==> config.mk <==
export PLATFORM = sky130hd
export DESIGN_NAME = iwc_ctrl
export DESIGN_NICKNAME = d
export VERILOG_FILES = /design/src/rtl/iwc_pkg.sv /design/src/rtl/iwc_ctrl.sv
export VERILOG_INCLUDE_DIRS = /design/src /design/src/rtl
export SDC_FILE = /design/constraint.sdc
export NUM_CORES = 1
export LEC_CHECK = 0
export ABC_CLOCK_PERIOD_IN_PS = 2180
export BUFFER_PORTS_ARGS = -buffer_cell sky130_fd_sc_hd__buf_2
export CORE_ASPECT_RATIO = 1.75
export CORE_UTILIZATION = 47
export CTS_CLUSTER_SIZE = 14
export DETAILED_ROUTE_END_ITERATION = 16
export HOLD_SLACK_MARGIN = 0.05
export PLACE_DENSITY_LB_ADDON = 0.15
export SETUP_SLACK_MARGIN = 0.5
export SLEW_MARGIN = 5
export SYNTH_ARGS = -nofsm -noshare
export SYNTH_HDL_FRONTEND = slang
export SYNTH_SLANG_ARGS = --single-unit
==> constraint.sdc <==
create_clock -name pclk -period 2.18 [get_ports pclk]
set_input_delay 0.218 -clock pclk [delete_from_list [all_inputs] [get_ports pclk]]
set_output_delay 0.218 -clock pclk [all_outputs]
set_load 0.1 [all_outputs]
==> src/rtl/iwc_consts.svh <==
// Register offsets, field positions, reset values and counts of the bus wait control block.
`ifndef IWC_CONSTS_SVH
`define IWC_CONSTS_SVH

`define IWC_OFF_CTRL 8'h00
`define IWC_OFF_STATUS 8'h04
`define IWC_OFF_IRQ_STAT 8'h08
`define IWC_OFF_IRQ_MASK 8'h0C

`define IWC_CTRL_ENABLE 7
`define IWC_CTRL_WREL 6
`define IWC_CTRL_SPIE 4
`define IWC_CTRL_WTIM 3
`define IWC_CTRL_ACKE 2
`define IWC_CTRL_RESET 8'h00

`define IWC_IRQ_WAIT 0
`define IWC_IRQ_STOP 1
`define IWC_IRQ_RESET 2'h0

`define IWC_CNT_START 4'hF
`define IWC_CNT_8TH 4'h7
`define IWC_CNT_9TH 4'h8

`endif

==> src/rtl/iwc_pkg.sv <==
// Types shared by the bus wait control block.
package iwc_pkg;

    typedef struct packed {
        logic [7:0] paddr;
        logic psel;
        logic penable;
        logic pwrite;
        logic [31:0] pwdata;
    } iwc_apb_req_t;

    typedef struct packed {
        logic master_mode;
        logic transmitting;
        logic base_addr_match;
        logic extension_code_flag;
    } iwc_role_t;

    typedef struct packed {
        logic bus_unit_enable;
        logic wait_release;
        logic stop_irq_enable;
        logic wait_timing_select;
        logic ack_enable;
    } iwc_ctrl_t;

    typedef enum logic [1:0] {
        IWC_WAIT_NONE = 2'b00,
        IWC_WAIT_AT_8 = 2'b01,
        IWC_WAIT_AT_9 = 2'b10
    } iwc_wait_pt_t;

    typedef struct packed {
        logic [2:0] scl_s;
        logic [2:0] sda_s;
        logic scl_f;
        logic sda_f;
        iwc_ctrl_t ctrl;
        logic [1:0] irq_stat;
        logic [1:0] irq_mask;
        logic [3:0] bit_cnt;
        logic in_frame;
        logic addr_phase;
        logic waiting;
        logic sda_drv;
        logic [31:0] prdata;
        logic pslverr;
    } iwc_state_t;

endpackage

==> src/rtl/iwc_ctrl.sv <==
// Wait, interrupt timing, stop interrupt and acknowledge control with APB.
//
// Overview of operation
// - Writing one to wait release ends the wait; the bit then clears itself.
// - Stop interrupt enable set: a detected stop raises the interrupt.
// - Wait timing zero: interrupt and clock-low wait at eighth falling edge.
// - Wait timing one: interrupt and clock-low wait at ninth falling edge.
// - Wait timing is ignored during the address byte.
// - Master in address byte waits at the ninth falling edge.
// - Slave matching base address acknowledges, then waits at ninth edge.
// - Slave receiving an extension code waits at the eighth falling edge.
// - Acknowledge enable set: data line held low for the ninth clock while receiving.
// - Acknowledge enable counts in address byte only with extension code.
// - With the unit disabled the control bits have no effect.
// - Reset clears the whole control register to zero.
// - Clearing unit enable stops operation and presets the status.
//
// Added by the designer: the APB register port and the placing of the registers.
`timescale 1ns/100ps
`include "iwc_consts.svh"

module iwc_ctrl
    import iwc_pkg::*;
(
    // Clock and reset.
    input wire logic pclk,
    input wire logic presetn,
    // APB slave.
    input wire iwc_apb_req_t apb_req,
    output logic [31:0] prdata,
    output logic pready,
    output logic pslverr,
    // Two-wire bus pins, open drain.
    input wire logic serial_clock_line_in,
    output logic serial_clock_line_out,
    output logic serial_clock_line_oe,
    input wire logic serial_data_line_in,
    output logic serial_data_line_out,
    output logic serial_data_line_oe,
    // Role from the rest of the controller.
    input wire iwc_role_t role,
    // Status and interrupt.
    output logic wait_active,
    output logic transfer_interrupt
);

    localparam iwc_state_t RESET_STATE = '{
        scl_s: 3'h7,
        sda_s: 3'h7,
        scl_f: 1'b1,
        sda_f: 1'b1,
        ctrl: '0,
        irq_stat: `IWC_IRQ_RESET,
        irq_mask: `IWC_IRQ_RESET,
        bit_cnt: 4'h0,
        in_frame: 1'b0,
        addr_phase: 1'b0,
        waiting: 1'b0,
        sda_drv: 1'b0,
        prdata: 32'h0000_0000,
        pslverr: 1'b0
    };

    iwc_state_t r;
    iwc_state_t n;

    // The bit counter assumes the ninth count follows the eighth and that
    // the start marker wraps to zero on the clock fall that ends a start.
    if (`IWC_CNT_9TH != `IWC_CNT_8TH + 4'h1) begin : g_count_order
        $error("ninth bit count must follow the eighth");
    end
    if (4'(`IWC_CNT_START + 4'h1) != 4'h0) begin : g_start_wrap
        $error("start marker must wrap to a zero count");
    end
    // Each register takes one aligned word of the bus.
    if (((`IWC_OFF_CTRL | `IWC_OFF_STATUS | `IWC_OFF_IRQ_STAT |
        `IWC_OFF_IRQ_MASK) & 8'h03) != 8'h00) begin : g_word_align
        $error("register offsets must be word aligned");
    end
    // Control fields live in the low byte of the word.
    if (`IWC_CTRL_ENABLE > 7 || `IWC_CTRL_WREL > 7 ||
        `IWC_CTRL_SPIE > 7 || `IWC_CTRL_WTIM > 7 ||
        `IWC_CTRL_ACKE > 7) begin : g_ctrl_fields
        $error("control fields must sit in the low byte");
    end
    if (`IWC_IRQ_WAIT == `IWC_IRQ_STOP || `IWC_IRQ_WAIT > 1 ||
        `IWC_IRQ_STOP > 1) begin : g_irq_fields
        $error("interrupt bits must be distinct and in the low two bits");
    end
    // The reset state clears every control bit.
    if (`IWC_CTRL_RESET != 8'h00) begin : g_ctrl_reset
        $error("control reset value must be zero");
    end

    // Chooses where in the byte the wait and interrupt fall.
    function automatic iwc_wait_pt_t wait_point(
        input logic addr_phase,
        input iwc_role_t rl,
        input logic wtim
    );
        iwc_wait_pt_t pt;
        if (addr_phase) begin
            if (rl.master_mode) begin
                pt = IWC_WAIT_AT_9;
            end else if (rl.extension_code_flag) begin
                pt = IWC_WAIT_AT_8;
            end else if (rl.base_addr_match) begin
                pt = IWC_WAIT_AT_9;
            end else begin
                pt = IWC_WAIT_NONE;
            end
        end else begin
            pt = wtim ? IWC_WAIT_AT_9 : IWC_WAIT_AT_8;
        end
        return pt;
    endfunction

    // Decides whether this end pulls the data line low in the ninth clock.
    function automatic logic ack_wanted(
        input logic addr_phase,
        input iwc_role_t rl,
        input logic acke
    );
        logic a;
        if (addr_phase) begin
            if (rl.master_mode) begin
                a = 1'b0;
            end else if (rl.extension_code_flag) begin
                a = acke;
            end else begin
                a = rl.base_addr_match;
            end
        end else begin
            a = acke && !rl.transmitting;
        end
        return a;
    endfunction

    function automatic logic [31:0] read_mux(
        input logic [7:0] addr,
        input iwc_state_t s
    );
        logic [31:0] d;
        d = 32'h0000_0000;
        unique case (addr)
            `IWC_OFF_CTRL: begin
                d[`IWC_CTRL_ENABLE] = s.ctrl.bus_unit_enable;
                d[`IWC_CTRL_WREL] = s.ctrl.wait_release;
                d[`IWC_CTRL_SPIE] = s.ctrl.stop_irq_enable;
                d[`IWC_CTRL_WTIM] = s.ctrl.wait_timing_select;
                d[`IWC_CTRL_ACKE] = s.ctrl.ack_enable;
            end
            `IWC_OFF_STATUS: begin
                d[9:0] = {s.bit_cnt, s.in_frame, s.addr_phase, s.waiting,
                    s.scl_f, s.sda_f, s.sda_drv};
            end
            `IWC_OFF_IRQ_STAT: begin
                d[1:0] = s.irq_stat;
            end
            `IWC_OFF_IRQ_MASK: begin
                d[1:0] = s.irq_mask;
            end
            default: begin
                d = 32'h0000_0000;
            end
        endcase
        return d;
    endfunction

    function automatic logic mapped(input logic [7:0] addr);
        return addr == `IWC_OFF_CTRL || addr == `IWC_OFF_STATUS ||
            addr == `IWC_OFF_IRQ_STAT || addr == `IWC_OFF_IRQ_MASK;
    endfunction

    // Follows a pin once synchroniser stages two and three agree.
    function automatic logic settled(
        input logic [2:0] stages,
        input logic held
    );
        logic lvl;
        lvl = held;
        if (stages[1] == stages[2]) begin
            lvl = stages[2];
        end
        return lvl;
    endfunction

    // APB phase decode, shared by the register logic and the error output.
    function automatic logic in_access(input iwc_apb_req_t rq);
        return rq.psel && rq.penable;
    endfunction

    function automatic logic in_setup(input iwc_apb_req_t rq);
        return rq.psel && !rq.penable;
    endfunction

    // Unpacks a control register write.
    function automatic iwc_ctrl_t ctrl_from_word(input logic [31:0] w);
        iwc_ctrl_t c;
        c.bus_unit_enable = w[`IWC_CTRL_ENABLE];
        c.wait_release = w[`IWC_CTRL_WREL];
        c.stop_irq_enable = w[`IWC_CTRL_SPIE];
        c.wait_timing_select = w[`IWC_CTRL_WTIM];
        c.ack_enable = w[`IWC_CTRL_ACKE];
        return c;
    endfunction

    // A new event wins over a read clear in the same cycle.
    function automatic logic [1:0] sticky(
        input logic [1:0] old,
        input logic [1:0] clr,
        input logic [1:0] ev
    );
        return (old & ~clr) | ev;
    endfunction

    always_comb begin
        logic scl_fall;
        logic start_det;
        logic stop_det;
        logic en;
        logic setup;
        logic access;
        logic wait_ev;
        logic stop_ev;
        logic [1:0] read_clr;
        iwc_wait_pt_t pt;
        logic [1:0] ev;

        n = r;
        pt = IWC_WAIT_NONE;
        ev = 2'h0;
        scl_fall = 1'b0;
        start_det = 1'b0;
        stop_det = 1'b0;
        wait_ev = 1'b0;
        stop_ev = 1'b0;
        read_clr = 2'h0;
        en = r.ctrl.bus_unit_enable;
        setup = in_setup(apb_req);
        access = in_access(apb_req);

        // Three-stage synchronisers; a level counts once stages two and
        // three agree.
        n.scl_s = {r.scl_s[1:0], serial_clock_line_in};
        n.sda_s = {r.sda_s[1:0], serial_data_line_in};
        n.scl_f = settled(r.scl_s, r.scl_f);
        n.sda_f = settled(r.sda_s, r.sda_f);
        scl_fall = r.scl_f && !n.scl_f;
        start_det = r.scl_f && n.scl_f && r.sda_f && !n.sda_f;
        stop_det = r.scl_f && n.scl_f && !r.sda_f && n.sda_f;

        // The release bit lives for one cycle and frees any wait.
        n.ctrl.wait_release = 1'b0;
        if (r.ctrl.wait_release) begin
            n.waiting = 1'b0;
        end

        pt = wait_point(r.addr_phase, role, r.ctrl.wait_timing_select);
        if (!en) begin
            n.bit_cnt = 4'h0;
            n.in_frame = 1'b0;
            n.addr_phase = 1'b0;
            n.waiting = 1'b0;
        end else if (start_det) begin
            n.in_frame = 1'b1;
            n.addr_phase = 1'b1;
            // The clock fall that closes the start is no data bit; the
            // marker wraps to zero on it.
            n.bit_cnt = `IWC_CNT_START;
        end else if (stop_det) begin
            n.in_frame = 1'b0;
            n.addr_phase = 1'b0;
            n.bit_cnt = 4'h0;
            stop_ev = r.ctrl.stop_irq_enable;
        end else if (scl_fall && r.in_frame) begin
            if (r.bit_cnt == `IWC_CNT_8TH) begin
                n.bit_cnt = r.bit_cnt + 4'h1;
                wait_ev = (pt == IWC_WAIT_AT_8);
            end else if (r.bit_cnt == `IWC_CNT_9TH) begin
                n.bit_cnt = 4'h0;
                n.addr_phase = 1'b0;
                wait_ev = (pt == IWC_WAIT_AT_9);
            end else begin
                n.bit_cnt = r.bit_cnt + 4'h1;
            end
        end
        // A wait event in the release cycle arms the next wait again.
        if (wait_ev) begin
            n.waiting = 1'b1;
        end

        // Acknowledge is driven for the whole ninth clock period.
        n.sda_drv = en && n.in_frame && n.bit_cnt == `IWC_CNT_9TH &&
            ack_wanted(n.addr_phase, role, r.ctrl.ack_enable);

        // APB: read data and error are latched in the setup cycle.
        // A read clear uses this copy, so a later event is never lost.
        if (setup) begin
            n.prdata = apb_req.pwrite ? 32'h0000_0000 :
                read_mux(apb_req.paddr, r);
            n.pslverr = !mapped(apb_req.paddr);
        end
        if (access && !apb_req.pwrite &&
            apb_req.paddr == `IWC_OFF_IRQ_STAT) begin
            read_clr = r.prdata[1:0];
        end
        if (access && apb_req.pwrite) begin
            unique case (apb_req.paddr)
                `IWC_OFF_CTRL: begin
                    n.ctrl = ctrl_from_word(apb_req.pwdata);
                end
                `IWC_OFF_IRQ_MASK: begin
                    n.irq_mask = apb_req.pwdata[1:0];
                end
                default: begin
                end
            endcase
        end

        // Sticky events.
        ev[`IWC_IRQ_WAIT] = wait_ev;
        ev[`IWC_IRQ_STOP] = stop_ev;
        n.irq_stat = sticky(r.irq_stat, read_clr, ev);
    end

    always_ff @(posedge pclk or negedge presetn) begin
        if (!presetn) begin
            r <= RESET_STATE;
        end else begin
            r <= n;
        end
    end

    assign prdata = r.prdata;
    assign pready = 1'b1;
    assign pslverr = r.pslverr && in_access(apb_req);
    // Open-drain pins: they only ever pull low, through the enables.
    assign serial_clock_line_out = 1'b0;
    assign serial_clock_line_oe = r.waiting;
    assign serial_data_line_out = 1'b0;
    assign serial_data_line_oe = r.sda_drv;
    assign wait_active = r.waiting;
    assign transfer_interrupt = |(r.irq_stat & r.irq_mask);

endmodule

Word level (Yosys, flattened, before mapping)
Cells that the tools add are included.
- register bits after elaboration: 58
- input bits: 51
- logic and storage cells: 107
- $add $sub $neg: 1
- equal/unequal tests: 11
- mux-type cells: 42
- bitwise operators: 4
- reductions and logical operators: 31
- operator list (cell ; count):
    4-bit two-way mux ; 6
    1-bit two-way mux ; 23
    1-bit logical AND ; 17
    8-bit by 4-bit == test with 1-bit output, second input constant ; 2
    2-bit two-way mux ; 7
    6-bit two-way mux ; 2
    10-bit two-way mux ; 1
    4-bit == test, second input constant ; 2
    8-bit by 3-bit == test with 1-bit output, second input constant ; 1
    8-bit logical NOT ; 1
    1-bit logical NOT ; 7
    2-bit one-hot mux with 3 select lines ; 1
    3-bit one-hot mux with 2 select lines ; 1
    4-bit by 1-bit adder with 4-bit output, second input constant ; 1
    2-bit AND ; 2
    4-bit by 3-bit == test with 1-bit output, second input constant ; 1
    2-bit one-hot mux with 2 select lines ; 1
    2-bit AND reduction ; 2
    1-bit logical OR ; 3
    3-bit by 2-bit inequality test with 1-bit output, second input constant ; 1
    1-bit == test ; 2
    2-bit by 1-bit == test with 1-bit output, second input constant ; 1
    2-bit == test, second input constant ; 1
    2-bit NOT ; 1
    2 further kinds ; 2

Longest topological paths before layout
- depth after elaboration: 12
- gate-level depth with buffers: 6
- gate-level depth less buffers: 6

Least setup slack after synthesis
Ideal clock, no wire load.
- path type: input-to-reg
- start point: in apb_req[36] (netlist bit)
- end point: reg r[45] (netlist bit)
- library setup time: 125 ps
- arrival time: 1982 ps
- data required time: 2055 ps
- slack: 73 ps
- cell stages on the path: 5
- buffers on the path: 1
- cells stage by stage: or4_1 > or3_4 > or4_4 > buf_6 > mux2_4
- word-level cells in the longest chain between the ends: 2
- ends and longest elaborated chain (element ; RTL line ; source):
    start: declaration ; iwc_ctrl.sv:29 ; input wire iwc_apb_req_t apb_req,
    8-bit logical NOT ; iwc_ctrl.sv:309 ; unique case (apb_req.paddr)
    2-bit AND reduction (no source line) ; n/a ;
    end signal: assignment ; iwc_ctrl.sv:331 ; r <= n;
    end: declaration ; iwc_ctrl.sv:64 ; iwc_state_t r;
No other way between the ends.
A chain may end at the register's enable or synchronous reset.

==> results.py <==
metrics = {
    "outcome": {
        "status": "finished, final reports clean",
    },
    "critical_path": {
        "endpoint_kind": "flip-flop",
        "critPathArrivalTime_ns": 2.06,
        "cp-start-kind": "flip-flop",
        "worstPathMaxFanout": 5,
        "required_ns": 2.37,
        "r2r_cells": 5,
        "reg2reg_to": "serial_data_line_oe$_DFF_PN0_",
        "r2r_start": "r[51]$_DFF_PN1_",
        "critPathKind": "reg -> reg",
        "reg2reg_setup_slack_ns": 0.31,
    },
    "routing": {
        "totalWireLength_mm": 4.42,
        "dr.pass1.iters": 4,
        "drc": 0,
        "num_vias": 1647,
        "wire_per_inst_um": 14.2,
        "first_iter_violations": 26,
        "drt-vias-per-instance": 5.30,
        "final_antenna_net_count": 0,
    },
    "power": {
        "p_sw_mw": 0.507,
        "p_int_mw": 0.999,
        "p_leak_nw": 1.21,
        "seq_power_share": 0.469,
        "max-vdd-ir-drop_v": 0.000408,
        "power_frac_comb": 0.205,
        "swShare": 0.337,
        "power_density_nw_per_um2": 593,
        "pwr-share-clk": 0.325,
        "power_mw": 1.51,
    },
    "layout": {
        "final_cells": 311,
        "fillers": 380,
        "fin_nets": 314,
        "syn2layout_area_growth_pct": 22.6,
        "insertedDiodeCount": 0,
        "drive_above_1_share": 0.408,
    },
    "min_path": {
        "hold_path.class": "in -> reg",
        "whs_endpoint": "r[48]$_DFF_PN0_",
        "holdPathStages": 3,
        "hold_path.startpoint": "apb_req[6]",
    },
    "cts": {
        "cts_tree": "yes",
        "clock_sinks": 36,
        "cts_root_buffer": "clkbuf_8",
        "cts_max_path_buffers": 2,
        "cts_buffers": 5,
        "h-tree-depth": 2,
        "path_clk_slew_ns": 0.08,
        "worstSkewPairLatency_ns": 0.29,
    },
    "sta": {
        "worst_slack_ns": 0.312,
        "relSlewSlack": 0.473,
        "hold_viol": 0,
        "slew_violations": 0,
        "setup_viol": 0,
        "skew_ns": 0.00817,
        "rsz0062_at_grt": "yes",
        "period_needed_ns": 1.87,
        "fin_tns_setup_ns": 0,
        "clock.fmax_mhz": 535,
        "whs_ns": 0.142,
        "finalCritPeriodShare": 0.857,
        "tightest_slew_ns": 0.790,
    },
    "placement": {
        "pre_cts_ws_ns": 0.00434,
        "place_inst": 290,
        "dp_hpwl_mm": 3.19,
        "numPortBuffers": 40,
        "place.gp.congestion": 0.830,
    },
    "logic_synthesis": {
        "synth_area_leader_cell": "dfrtp_1",
        "async_reset_ff_frac": 1.00,
        "ys_types": 44,
        "synthTopCellsByCount": "37 x buf_4, 28 x dfrtp_1, 26 x nand2_1",
        "synth_flop_cell": "dfrtp_1",
        "synthCells": 211,
        "yosysWarnings": 0,
        "synth_seq_area_share": 0.440,
        "avgSynthCellArea_um2": 9.82,
        "yosys.area.top_type_share": 0.338,
        "ys_ff_latch": 36,
        "synth.area.top_cells": "dfrtp_1 34%, buf_4 13%, dfstp_2 10%, nand2_1 4.7%, mux2i_1 3.4%",
        "synth-edff-count": 0,
        "syn_area_um2": 2070,
        "synth_most_common_cell": "buf_4",
    },
    "global_route": {
        "grt_max_degree": 37,
        "grt_pass1_vias": 1597,
        "grt-ovfl-total": 0,
        "antenna_found_initial": 0,
        "grt_pass1_wl_mm": 7.11,
        "grt_usage": 0.203,
    },
    "flow_run": {
        "drv_cap": 0,
    },
    "floorplanning": {
        "core_region_area_um2": 4190,
        "initial_core_util": 0.495,
        "rows": 31,
        "io_pins": 91,
        "die_width_um": 52.2,
        "die_h_um": 89.8,
        "die_area_um2": 4690,
    },
}
## registers in the layout, indices dropped and copies added, names as in the netlist
signal and cells:
n 4, prdata 10, serial_data_line_oe 1, serial_clock_line_oe 1, r 20
## worst max-delay path, cell delays in order, from the launching register on
cell and delay [ns]:
dfstp_2 0.60, nand4bb_4 0.17, a221o_1 0.39, o31ai_1 0.43
a2111oi_4 0.05, buf_4 0.15
## how the worst max path moves through the flow
stage,startpoint,to,slack [ns],cells past startpoint
global placement,apb_req[36],r[45]$_DFFE_PN0P_,0.02,5
CTS,n[57]$_DFF_PN1_,serial_data_line_oe$_DFF_PN0_,0.31,5
detailed placement,apb_req[36],prdata[2]$_DFFE_PN0P_,0.004,6
floorplan,apb_req[36],r[45]$_DFFE_PN0P_,0.08,5
global route,r[51]$_DFF_PN1_,serial_data_line_oe$_DFF_PN0_,0.26,5
finish,r[51]$_DFF_PN1_,serial_data_line_oe$_DFF_PN0_,0.31,5
## repair_timing
item                                    CTS  global route
endpoints found under the hold margin    30             0
hold buffers                              3             0
setup buffers                             5             5
gates resized for setup                  12            11
pin swaps                                 6             3
endpoints found under the setup margin   17            15
gates cloned                              0             0
## cells by family after synthesis
logic type      after synthesis  share of synthesized area
simple gates                 62                      0.158
compound gates               41                      0.135
mux                          15                     0.0845
other cells                   2                    0.00362
flops                        36                      0.440
buf+inv                      53                      0.167
fa+ha+maj                     2                     0.0121
## placed cells by master, fill, tap and decap left out, drive strengths merged, types with 2 or more instances in the layout
| cell type | instances |
|---|---|
| o21ai | 10 |
| a221o | 3 |
| inv | 10 |
| or4 | 3 |
| a21oi | 5 |
| conb | 25 |
| a22oi | 2 |
| and3 | 2 |
| nand3b | 3 |
| clkbuf | 7 |
| or3 | 2 |
| o21a | 4 |
| nand2 | 26 |
| o31ai | 7 |
| dlygate4sd3 | 3 |
| dfstp | 8 |
| nor3 | 2 |
| mux2i | 7 |
| nand3 | 5 |
| nand2b | 3 |
| mux2 | 8 |
| o22ai | 2 |
| dfrtp | 28 |
| nor2 | 6 |
| nor2b | 4 |
| buf | 60 |
| ha | 2 |
## routing by layer
metal	vias to the layer above	routed length, µm	GRT usage	part of all wire
li1	774	-	-	-
met1	800	1680	0.209	0.38
met2	58	2390	0.358	0.54
met3	15	175	0.0423	0.040
met4	0	184	0.118	0.042
met5	-	0	0	0
## power by group through the flow
stage | Sequential (mW) | Clock, mW | Combinational [mW]
6_report | 0.707 | 0.490 | 0.309
2_1_floorplan | 0.711 | 0 | 0.277
5_1_grt | 0.709 | 0.532 | 0.325
3_3_place_gp | 0.715 | 0 | 0.291
4_1_cts | 0.706 | 0.505 | 0.303
3_5_place_dp | 0.716 | 0 | 0.292
## per-stage QoR
step           area (µm²)  utilization
2_1_floorplan        2200            -
3_3_place_gp         2220        0.529
5_1_grt              2540        0.606
3_5_place_dp         2220        0.529
6_report             2540        0.606
4_1_cts              2440        0.582
## layout make-up
cell class                      count  area (µm²)  area share
Clock buffer                        7        86.3      0.0340
Clock inverter                      1        7.51     0.00296
Inverter                           10        37.5      0.0148
Multi-Input combinational cell    145        1050       0.412
Sequential cell                    36         911       0.359
Tap cell                           49        61.3      0.0241
Timing Repair Buffer               63         390       0.154
Power figures use the tool's default switching activity.
